--- config.mk ---
export PLATFORM = sky130hd
export DESIGN_NAME = fmsp_serial_port
export DESIGN_NICKNAME = d
export VERILOG_FILES = /design/src/design/fmsp_baud_gen.v /design/src/design/fmsp_rx_fifo.v /design/src/design/fmsp_serial_port.v
export VERILOG_INCLUDE_DIRS = /design/src /design/src/design
export SDC_FILE = /design/constraint.sdc
export NUM_CORES = 1
export LEC_CHECK = 0
export BUFFER_PORTS_ARGS = -buffer_cell sky130_fd_sc_hd__buf_4
export CAP_MARGIN = 10
export CORE_UTILIZATION = 50
export DETAILED_ROUTE_END_ITERATION = 8
export PLACE_DENSITY_LB_ADDON = 0.3
export SLEW_MARGIN = 20
export SYNTH_ARGS = -nofsm -noshare
export SYNTH_HDL_FRONTEND = slang
export SYNTH_SLANG_ARGS = --single-unit
--- constraint.sdc ---
create_clock -name clock -period 3.55 [get_ports clock]
set_input_delay 0.71 -clock clock [delete_from_list [all_inputs] [get_ports clock]]
set_output_delay 0.71 -clock clock [all_outputs]
set_load 0.01 [all_outputs]
--- src/design/fmsp_serial_port_regs.vh ---
// Purpose: Constants for the four-mode serial port.
// Assumes: Core clock drives every register; register access is by dedicated strobes.
// Notes: Bit positions refer to the serial_port_control byte.
`ifndef FMSP_SERIAL_PORT_REGS_VH
`define FMSP_SERIAL_PORT_REGS_VH

// ----------------------------------------------------------------
// Control register layout
// ----------------------------------------------------------------
`define FMSP_CTRL_RESET 8'h00
`define FMSP_BIT_MODE_HI 7
`define FMSP_BIT_MODE_LO 6
`define FMSP_BIT_FILTER 5
`define FMSP_BIT_RX_ALLOW 4
`define FMSP_BIT_TX_NINTH 3
`define FMSP_BIT_RX_NINTH 2
`define FMSP_BIT_TX_DONE 1
`define FMSP_BIT_RX_DONE 0

// ----------------------------------------------------------------
// Mode codes and timing
// ----------------------------------------------------------------
`define FMSP_MODE_SHIFT 2'h0
`define FMSP_MODE_UART8 2'h1
`define FMSP_MODE_UART9_FIXED 2'h2
`define FMSP_MODE_UART9_VAR 2'h3
// Shift mode bit period is 12 core clocks, split into two 6-clock phases.
`define FMSP_SHIFT_HALF_DIV 3'h6
// Fixed 9-bit mode: 16 sample ticks per bit, so 64/16 or 32/16 clocks per tick.
`define FMSP_FIXED_DIV64_TICK 3'h4
`define FMSP_FIXED_DIV32_TICK 3'h2
`define FMSP_TICKS_PER_BIT 4'hf
`define FMSP_MID_TICK 4'h7
`define FMSP_LAST_BIT_UART8 4'h9
`define FMSP_LAST_BIT_UART9 4'ha
`define FMSP_SHIFT_LAST_BIT 3'h7
`define FMSP_IDLE_LINE 1'b1

`endif

--- src/design/fmsp_baud_gen.v ---
// Purpose: Sample tick generation for all four serial modes.
// Assumes: Timer overflow inputs are one-cycle pulses.
// Notes: Ticks are sixteen per bit in the UART modes, two per bit in shift mode.
`timescale 1ns/10ps
`include "fmsp_serial_port_regs.vh"

module fmsp_baud_gen (
  // Clock and reset
  input wire clock,
  input wire rst_n,
  // Configuration
  input wire [1:0] mode,
  input wire baud_doubler,
  input wire tx_timer_select,
  input wire rx_timer_select,
  // Timer overflows
  input wire timer1_ovf,
  input wire timer2_ovf,
  // Ticks
  output wire shift_tick,
  output wire tx_tick,
  output wire rx_tick
);
  reg [2:0] div_reg;
  reg [2:0] div_next;
  wire [2:0] limit;
  wire fixed_tick;
  wire var_mode;

  assign limit = (mode == `FMSP_MODE_SHIFT) ? `FMSP_SHIFT_HALF_DIV :
                 baud_doubler ? `FMSP_FIXED_DIV32_TICK : `FMSP_FIXED_DIV64_TICK;
  assign fixed_tick = (div_reg == limit - 3'h1);
  assign shift_tick = fixed_tick && (mode == `FMSP_MODE_SHIFT);
  assign var_mode = (mode == `FMSP_MODE_UART8) || (mode == `FMSP_MODE_UART9_VAR);
  // Each overflow is one of the sixteen samples in a bit period.
  assign tx_tick = var_mode ? (tx_timer_select ? timer2_ovf : timer1_ovf) : fixed_tick;
  assign rx_tick = var_mode ? (rx_timer_select ? timer2_ovf : timer1_ovf) : fixed_tick;

  always @* begin
    div_next = fixed_tick ? 3'h0 : div_reg + 3'h1;
  end

  always @(posedge clock) begin
    if (!rst_n) begin
      div_reg <= 3'h0;
    end else begin
      div_reg <= div_next;
    end
  end
endmodule

--- src/design/fmsp_rx_fifo.v ---
// Purpose: Two-entry buffer between the receive shifter and the receive register.
// Assumes: The drain side stalls while an unread byte is pending.
// Notes: Full and empty are exact; in_ready drops when both entries hold data.
`timescale 1ns/10ps

module fmsp_rx_fifo (
  // Clock and reset
  input wire clock,
  input wire rst_n,
  // Fill side
  input wire in_valid,
  output wire in_ready,
  input wire [8:0] in_data,
  // Drain side
  output wire out_valid,
  input wire out_ready,
  output wire [8:0] out_data
);
  reg [8:0] mem_reg [0:1];
  reg wr_ptr_reg;
  reg rd_ptr_reg;
  reg [1:0] count_reg;
  wire push;
  wire pop;
  genvar i;

  assign in_ready = (count_reg != 2'h2);
  assign out_valid = (count_reg != 2'h0);
  assign out_data = mem_reg[rd_ptr_reg];
  assign push = in_valid && in_ready;
  assign pop = out_valid && out_ready;

  generate
    for (i = 0; i < 2; i = i + 1) begin : g_entry
      always @(posedge clock) begin
        if (!rst_n) begin
          mem_reg[i] <= 9'h000;
        end else if (push && (wr_ptr_reg == i)) begin
          mem_reg[i] <= in_data;
        end
      end
    end
  endgenerate

  always @(posedge clock) begin
    if (!rst_n) begin
      wr_ptr_reg <= 1'b0;
      rd_ptr_reg <= 1'b0;
      count_reg <= 2'h0;
    end else begin
      if (push) begin
        wr_ptr_reg <= ~wr_ptr_reg;
      end
      if (pop) begin
        rd_ptr_reg <= ~rd_ptr_reg;
      end
      if (push && !pop) begin
        count_reg <= count_reg + 2'h1;
      end else if (pop && !push) begin
        count_reg <= count_reg - 2'h1;
      end
    end
  end
endmodule

--- src/design/fmsp_serial_port.v ---
// Purpose: Four-mode full-duplex serial port with control and buffer registers.
// Assumes: Register strobes and pins are synchronous to clock; timer overflows are pulses.
// Notes: Shift mode runs at one twelfth of the core clock.
`timescale 1ns/10ps
`include "fmsp_serial_port_regs.vh"

// Function
// - Two mode bits select one of four modes
// - Fixed 9-bit mode: clock over 64 or 32
// - Shift mode clock fixed; one twelfth chosen
// - 8-bit filter: need valid stop bit
// - 9-bit filter: suppress flag when ninth bit 0
// - Receive only while receive-allow set
// - Send transmit ninth bit after data
// - Ninth bit field captures ninth or stop
// - Transmit-done timing per mode; software clears
// - Receive-done timing per mode; software clears
// - Shift mode: data on rxd, clock txd
// - Shift receive starts when allowed, flag clear
// - 8-bit frame: start, eight data, stop
// - 8-bit write loads stop in ninth position
// - Receiver starts on falling edge when allowed
// - Final shift loads byte if flag clear, filtered
// - 9-bit frame carries eleven bits
// - 9-bit transmit starts on next baud tick
// - Variable 9-bit mode uses timer ticks
// - Buffer write starts transmit in every mode
// - Variable modes clocked by timer overflows
// - Write and read buffers physically separate
// - New byte lost while previous unread
// - Timer select chooses timer 2 or 1
// - Sixteen overflows per bit period
module fmsp_serial_port (
  // Clock and reset
  input wire clock,
  input wire rst_n,
  // Control register access
  input wire ctrl_wr,
  input wire [7:0] ctrl_wdata,
  output wire [7:0] ctrl_rdata,
  // Buffer register access
  input wire buf_wr,
  input wire [7:0] buf_wdata,
  output wire [7:0] buf_rdata,
  // Baud configuration and timer overflows
  input wire baud_doubler,
  input wire tx_timer_select,
  input wire rx_timer_select,
  input wire timer1_ovf,
  input wire timer2_ovf,
  // Serial pins
  input wire rxd_in,
  output wire rxd_out,
  output wire rxd_oe,
  output wire txd_out
);
  // ----------------------------------------------------------------
  // Control register
  // ----------------------------------------------------------------
  reg [1:0] mode_reg;
  reg multiproc_filter_reg;
  reg rx_allow_reg;
  reg tx_ninth_bit_reg;
  reg rx_ninth_bit_reg;
  reg tx_done_flag_reg;
  reg rx_done_flag_reg;
  reg [7:0] rx_data_reg;
  wire tx_done_set;
  wire fifo_pop;
  wire [8:0] fifo_out_data;
  wire fifo_out_valid;
  wire fifo_in_ready;

  assign ctrl_rdata = {mode_reg, multiproc_filter_reg, rx_allow_reg, tx_ninth_bit_reg,
                       rx_ninth_bit_reg, tx_done_flag_reg, rx_done_flag_reg};
  assign buf_rdata = rx_data_reg;
  // A new byte reaches the receive register only after software clears the flag.
  assign fifo_pop = fifo_out_valid && !rx_done_flag_reg;

  always @(posedge clock) begin
    if (!rst_n) begin
      {mode_reg, multiproc_filter_reg, rx_allow_reg, tx_ninth_bit_reg, rx_ninth_bit_reg,
       tx_done_flag_reg, rx_done_flag_reg} <= `FMSP_CTRL_RESET;
      rx_data_reg <= 8'h00;
    end else begin
      if (ctrl_wr) begin
        mode_reg <= ctrl_wdata[`FMSP_BIT_MODE_HI:`FMSP_BIT_MODE_LO];
        multiproc_filter_reg <= ctrl_wdata[`FMSP_BIT_FILTER];
        rx_allow_reg <= ctrl_wdata[`FMSP_BIT_RX_ALLOW];
        tx_ninth_bit_reg <= ctrl_wdata[`FMSP_BIT_TX_NINTH];
      end
      // Hardware set wins over a software write in the same cycle.
      if (tx_done_set) begin
        tx_done_flag_reg <= 1'b1;
      end else if (ctrl_wr) begin
        tx_done_flag_reg <= ctrl_wdata[`FMSP_BIT_TX_DONE];
      end
      if (fifo_pop) begin
        rx_done_flag_reg <= 1'b1;
        rx_data_reg <= fifo_out_data[7:0];
        rx_ninth_bit_reg <= fifo_out_data[8];
      end else if (ctrl_wr) begin
        rx_done_flag_reg <= ctrl_wdata[`FMSP_BIT_RX_DONE];
        rx_ninth_bit_reg <= ctrl_wdata[`FMSP_BIT_RX_NINTH];
      end
    end
  end

  // ----------------------------------------------------------------
  // Baud ticks
  // ----------------------------------------------------------------
  wire shift_tick;
  wire tx_tick;
  wire rx_tick;

  fmsp_baud_gen u_baud (
    .clock(clock),
    .rst_n(rst_n),
    .mode(mode_reg),
    .baud_doubler(baud_doubler),
    .tx_timer_select(tx_timer_select),
    .rx_timer_select(rx_timer_select),
    .timer1_ovf(timer1_ovf),
    .timer2_ovf(timer2_ovf),
    .shift_tick(shift_tick),
    .tx_tick(tx_tick),
    .rx_tick(rx_tick)
  );

  wire shift_mode;
  wire nine_bit;
  assign shift_mode = (mode_reg == `FMSP_MODE_SHIFT);
  assign nine_bit = mode_reg[1];

  // ----------------------------------------------------------------
  // Transmitter, also the shift-mode engine in both directions
  // ----------------------------------------------------------------
  reg tx_busy_reg;
  reg tx_wait_reg;
  reg [10:0] tx_sh_reg;
  reg [3:0] tx_bit_reg;
  reg [3:0] tx_cnt_reg;
  reg txd_reg;
  reg m0_busy_reg;
  reg m0_rx_reg;
  reg m0_phase_reg;
  reg [2:0] m0_bit_reg;
  reg [7:0] m0_sh_reg;
  reg rxd_out_reg;
  reg rxd_oe_reg;
  wire [3:0] tx_last_bit;
  wire m0_rx_start;
  wire m0_done;
  wire [7:0] m0_rx_byte;

  assign txd_out = txd_reg;
  assign rxd_out = rxd_out_reg;
  assign rxd_oe = rxd_oe_reg;
  assign tx_last_bit = nine_bit ? `FMSP_LAST_BIT_UART9 : `FMSP_LAST_BIT_UART8;
  assign m0_rx_start = shift_mode && rx_allow_reg && !rx_done_flag_reg && !m0_busy_reg &&
                       !buf_wr && !fifo_out_valid;
  assign m0_done = m0_busy_reg && shift_tick && m0_phase_reg &&
                   (m0_bit_reg == `FMSP_SHIFT_LAST_BIT);
  assign m0_rx_byte = {rxd_in, m0_sh_reg[7:1]};
  assign tx_done_set = (m0_done && !m0_rx_reg) ||
                       (tx_busy_reg && !tx_wait_reg && tx_tick &&
                        (tx_cnt_reg == `FMSP_TICKS_PER_BIT) &&
                        (tx_bit_reg + 4'h1 == tx_last_bit));

  always @(posedge clock) begin
    if (!rst_n) begin
      tx_busy_reg <= 1'b0;
      tx_wait_reg <= 1'b0;
      tx_sh_reg <= 11'h7ff;
      tx_bit_reg <= 4'h0;
      tx_cnt_reg <= 4'h0;
      txd_reg <= `FMSP_IDLE_LINE;
      m0_busy_reg <= 1'b0;
      m0_rx_reg <= 1'b0;
      m0_phase_reg <= 1'b0;
      m0_bit_reg <= 3'h0;
      m0_sh_reg <= 8'h00;
      rxd_out_reg <= `FMSP_IDLE_LINE;
      rxd_oe_reg <= 1'b0;
    end else if (buf_wr && shift_mode) begin
      // Shift mode transmit: data leaves on rxd, clock on txd.
      m0_busy_reg <= 1'b1;
      m0_rx_reg <= 1'b0;
      m0_phase_reg <= 1'b0;
      m0_bit_reg <= 3'h0;
      m0_sh_reg <= buf_wdata;
      rxd_out_reg <= buf_wdata[0];
      rxd_oe_reg <= 1'b1;
      tx_busy_reg <= 1'b0;
      txd_reg <= `FMSP_IDLE_LINE;
    end else if (buf_wr) begin
      // Stop, ninth bit, data and start are loaded together; the 8-bit mode gets
      // a 1 in the ninth position so its stop bit ends the frame one bit sooner.
      tx_sh_reg <= {1'b1, (nine_bit ? tx_ninth_bit_reg : 1'b1), buf_wdata, 1'b0};
      tx_busy_reg <= 1'b1;
      tx_wait_reg <= 1'b1;
      tx_bit_reg <= 4'h0;
      tx_cnt_reg <= 4'h0;
      m0_busy_reg <= 1'b0;
      rxd_oe_reg <= 1'b0;
    end else begin
      if (m0_rx_start) begin
        m0_busy_reg <= 1'b1;
        m0_rx_reg <= 1'b1;
        m0_phase_reg <= 1'b0;
        m0_bit_reg <= 3'h0;
        rxd_oe_reg <= 1'b0;
      end else if (m0_busy_reg && shift_tick) begin
        if (!m0_phase_reg) begin
          txd_reg <= 1'b0;
          m0_phase_reg <= 1'b1;
        end else begin
          // Rising shift clock: we move on to our next bit and sample theirs; the far end samples ours on the falling edge.
          txd_reg <= 1'b1;
          m0_phase_reg <= 1'b0;
          m0_bit_reg <= m0_bit_reg + 3'h1;
          m0_sh_reg <= m0_rx_reg ? m0_rx_byte : {1'b1, m0_sh_reg[7:1]};
          if (!m0_rx_reg) begin
            rxd_out_reg <= m0_sh_reg[1];
          end
          if (m0_done) begin
            m0_busy_reg <= 1'b0;
            rxd_oe_reg <= 1'b0;
            rxd_out_reg <= `FMSP_IDLE_LINE;
          end
        end
      end
      if (tx_busy_reg && tx_tick) begin
        if (tx_wait_reg) begin
          tx_wait_reg <= 1'b0;
          txd_reg <= tx_sh_reg[0];
          tx_cnt_reg <= 4'h0;
        end else if (tx_cnt_reg == `FMSP_TICKS_PER_BIT) begin
          tx_cnt_reg <= 4'h0;
          if (tx_bit_reg == tx_last_bit) begin
            tx_busy_reg <= 1'b0;
          end else begin
            tx_bit_reg <= tx_bit_reg + 4'h1;
            tx_sh_reg <= {1'b1, tx_sh_reg[10:1]};
            txd_reg <= tx_sh_reg[1];
          end
        end else begin
          tx_cnt_reg <= tx_cnt_reg + 4'h1;
        end
      end
    end
  end

  // ----------------------------------------------------------------
  // UART receiver
  // ----------------------------------------------------------------
  localparam RX_IDLE = 2'h0;
  localparam RX_START = 2'h1;
  localparam RX_BITS = 2'h2;

  reg [1:0] rx_state_reg;
  reg [3:0] rx_cnt_reg;
  reg [3:0] rx_bit_reg;
  reg [8:0] rx_sh_reg;
  reg rxd_prev_reg;
  wire rx_sample;
  wire rx_final;
  wire rx_filter_ok;
  wire [3:0] rx_last_bit;
  wire uart_accept;
  wire fifo_push;
  wire [8:0] fifo_in_data;

  assign rx_sample = rx_tick && (rx_cnt_reg == `FMSP_TICKS_PER_BIT);
  // Last sample is mid stop bit: index 9 for 8-bit frames, 10 for 9-bit frames.
  assign rx_last_bit = nine_bit ? `FMSP_LAST_BIT_UART9 : `FMSP_LAST_BIT_UART8;
  assign rx_final = (rx_state_reg == RX_BITS) && rx_sample && (rx_bit_reg == rx_last_bit - 4'h1);
  // In 8-bit frames the stop bit is still on rxd_in; in 9-bit frames rx_sh_reg[8] is the ninth data bit.
  assign rx_filter_ok = !multiproc_filter_reg ||
                        (nine_bit ? rx_sh_reg[8] : rxd_in);
  assign uart_accept = rx_final && !rx_done_flag_reg && rx_filter_ok;
  assign fifo_push = uart_accept || (m0_done && m0_rx_reg && !rx_done_flag_reg);
  assign fifo_in_data = (m0_done && m0_rx_reg) ? {rx_ninth_bit_reg, m0_rx_byte} :
                        (nine_bit ? rx_sh_reg : {rxd_in, rx_sh_reg[8:1]});

  always @(posedge clock) begin
    if (!rst_n) begin
      rx_state_reg <= RX_IDLE;
      rx_cnt_reg <= 4'h0;
      rx_bit_reg <= 4'h0;
      rx_sh_reg <= 9'h000;
      rxd_prev_reg <= `FMSP_IDLE_LINE;
    end else begin
      rxd_prev_reg <= rxd_in;
      case (rx_state_reg)
        RX_IDLE: begin
          if (!shift_mode && rx_allow_reg && rxd_prev_reg && !rxd_in) begin
            rx_state_reg <= RX_START;
            rx_cnt_reg <= 4'h0;
          end
        end
        RX_START: begin
          if (rx_tick) begin
            rx_cnt_reg <= rx_cnt_reg + 4'h1;
            if (rx_cnt_reg == `FMSP_MID_TICK) begin
              if (rxd_in) begin
                rx_state_reg <= RX_IDLE;
              end else begin
                rx_state_reg <= RX_BITS;
                rx_cnt_reg <= 4'h0;
                rx_bit_reg <= 4'h0;
              end
            end
          end
        end
        RX_BITS: begin
          if (rx_tick) begin
            rx_cnt_reg <= rx_cnt_reg + 4'h1;
          end
          if (rx_sample) begin
            rx_bit_reg <= rx_bit_reg + 4'h1;
            if (rx_bit_reg < 4'h9) begin
              rx_sh_reg <= {rxd_in, rx_sh_reg[8:1]};
            end
            // The shifter is free again at once, so a second frame may start
            // while the previous byte waits unread.
            if (rx_final) begin
              rx_state_reg <= RX_IDLE;
            end
          end
        end
        default: begin
          rx_state_reg <= RX_IDLE;
        end
      endcase
    end
  end

  fmsp_rx_fifo u_rx_fifo (
    .clock(clock),
    .rst_n(rst_n),
    .in_valid(fifo_push),
    .in_ready(fifo_in_ready),
    .in_data(fifo_in_data),
    .out_valid(fifo_out_valid),
    .out_ready(!rx_done_flag_reg),
    .out_data(fifo_out_data)
  );
endmodule

==> flow_metrics.tcl <==
set metrics [dict create \
    outcome "complete, no violations" \
    setup-tns-final_ns 0 \
    syn_nets 580 \
    die_height_um 102.3 \
    vias_per_cell 5.633 \
    power_mw 2.638 \
    initial_utilization 0.5147 \
    rsz0062_at_grt "no" \
    synth-seq-cells 98 \
    cellLeakagePower_nw 2.247 \
    first_pass_iters 4 \
    final_antenna_net_count 0 \
    critPathBufInv 1 \
    critPathLaunchType "flop" \
    antenna_found_initial 0 \
    fin_crit_ns 2.847 \
    wl_per_cell_um 15.38 \
    tightest_slew_ns 0.8348 \
    grt_max_degree 45 \
    synth_area_leader_cell "dfxtp_1" \
    numCtsBuffers 9 \
    clockBufferDepth 2 \
    power_density_nw_per_um2 473.4 \
    place_congestion 0.8519 \
    synthMuxAreaShare 0.1059 \
    hold_class "flop to flop" \
    diodes 0 \
    synth.distinct_cells 66 \
    rr_startpoint "mode_reg[1]$_SDFFE_PN0P_" \
    path_cells "and3b_1, a221o_1, nand4_4, a21bo_2, inv_1, ha_1, or3_1, a21oi_1" \
    synthAdderAreaFrac 0.03233 \
    setup_viol 0 \
    die_area_um2 10470 \
    syn_area_um2 5031 \
    crit_arrival_ns 3.14 \
    ir_worst_vdd_v 0.0001902 \
    synth_ff_type "dfxtp_1" \
    maxSlewHeadroom 0.4402 \
    area_delta_synth_final_pct 10.77 \
    synth_compound_gate_area_share 0.1669 \
    startpoint "mode_reg[1]$_SDFFE_PN0P_" \
    drt_first_iter_violations 105 \
    yosysSeqAreaShare 0.4258 \
    grt-ovfl-total 0 \
    slowest_delay_ns 0.69 \
    netlist_instances 541 \
    die_x_um 102.3 \
    yosys.area_share.simple 0.2049 \
    clk_pin_slew_worst_paths_ns 0.10 \
    maxCapViolCount 0 \
    drv_slew 0 \
    core_um2 9774 \
    grt_pass1_vias 3567 \
    end_kind "flop" \
    worstSkewPairLatency_ns 0.37 \
    synth_top_family_by_area "simple AND/OR/NAND/NOR gates" \
    grt_usage 0.2159 \
    io_pins 45 \
    min-delay-start "tx_sh_reg[9]$_SDFFE_PN1P_" \
    critPathMaxFanout 16 \
    h-tree-depth 3 \
    yosys-top-cells-area "dfxtp_1, edfxtp_1, mux2i_1" \
    yosysTopAreaCellShare 0.3183 \
    max_freq_mhz 351.2 \
    cts_hold_buf 0 \
    synth_commonest_cells "dfxtp_1, nor2_1, mux2i_1" \
    post_cts_buffers 0 \
    holdWs_ns 0.4833 \
    cp.required_ns 3.84 \
    placementRows 36 \
    cts_tree "yes" \
    synth-edff-count 18 \
    final_util 0.5701 \
    synth-xor-area-share 0.01393 \
    synth.most_common_cell "dfxtp_1" \
    fin_nets 604 \
    period_share 0.8021 \
    largest_register_ffs 18 \
    portBuffers 44 \
    path_delay_family "simple AND/OR/NAND/NOR gates" \
    critPathKind "flop to flop" \
    fin_worst_skew_ns 0.01314 \
    ctsResizeCount 0 \
    cp_slowest_cell "dfxtp_1" \
    cts_root_buffer "clkbuf_8" \
    ys_warn_count 0 \
    numClockSinks 98 \
    finalWirelength_mm 10.82 \
    vias 3960 \
    syn_area_per_cell_um2 9.300 \
    finalHoldViolCount 0 \
    grt_pass1_wl_mm 17.17 \
    dp_hpwl_mm 7.663 \
    drc_errors 0 \
    synthArstFlopShare 0 \
    drive_gt1_frac 0.1439 \
]
[area by class of cell]
class | instances | area [µm²]
multi-input cells | 387 | 2636
fillers | 906 | 4202
flip-flops and latches | 98 | 2142
well taps | 133 | 166.4
inverters | 20 | 75.07
repair buffers | 49 | 367.9
clock inverters | 7 | 61.31
clock buffers | 9 | 123.9
[metrics by stage]
| step | instance area [µm²] | setup slack [ns] | cells |
|---|---|---|---|
| 2_1_floorplan | 5031 | 0.5362 | 541 |
| 3_3_place_gp | 5388 | 0.7341 | 687 |
| 3_5_place_dp | 5388 | 0.6219 | 687 |
| 4_1_cts | 5573 | 0.7103 | 703 |
| 5_1_grt | 5573 | 0.5236 | 703 |
| 6_report | 5573 | 0.7026 | 703 |
[path summary, 6_finish.rpt]
check	end	slack [ns]	cells after the start
min	tx_sh_reg[9]$_SDFFE_PN1P_	0.48	2
max	u_rx_fifo.count_reg[1]$_SDFFE_PN0P_	0.70	8
min reg2reg	tx_sh_reg[9]$_SDFFE_PN1P_	0.48	2
max reg2reg	u_rx_fifo.count_reg[1]$_SDFFE_PN0P_	0.70	8
[cell usage in the layout, fill, tap and decap left out, types with 4 or more instances in the layout]
cell,n
dfxtp_1,80
edfxtp_1,18
a211oi_1,22
o211ai_1,9
nand2_1,27
ha_1,13
o21ai_0,16
nor3_1,5
and3_1,9
nand3_1,25
a21oi_1,22
nor2b_1,18
inv_1,19
mux2i_1,51
nand4_1,4
clkbuf_8,9
nand2b_1,7
and2_1,11
nor2_1,62
nand3b_1,4
or3_1,7
xor2_1,6
buf_4,49
o31ai_1,12
[cells by family after synthesis]
logic type	count (synthesis)
xor+xnor	8
mux	53
fa+ha+maj	13
compound gates	117
simple gates	196
flops	98
buf+inv	56
[power by group]
part	switching [mW]	internal, mW
clock	0.421	0.268
combinational	0.330	0.276
sequential	0.0990	1.24
[routing by layer]
metal,global-route usage,wire [µm],vias to the layer above,share of wire
li1,-,-,2007,-
met1,0.2765,5090,1850,0.47
met2,0.3619,5082,85,0.47
met3,0.03215,421,18,0.039
met4,0.09341,221,0,0.020
met5,0,0,-,0
[tightest hold or removal path, delay by kind of cell (launching register included)]
| kind | cells | cell delay, ns |
|---|---|---|
| DFF | 1 | 0.31 |
| AOI/OAI and AO/OA | 1 | 0.07 |
| buffers and inverters | 1 | 0.06 |
(Power assumes the default switching activity.)
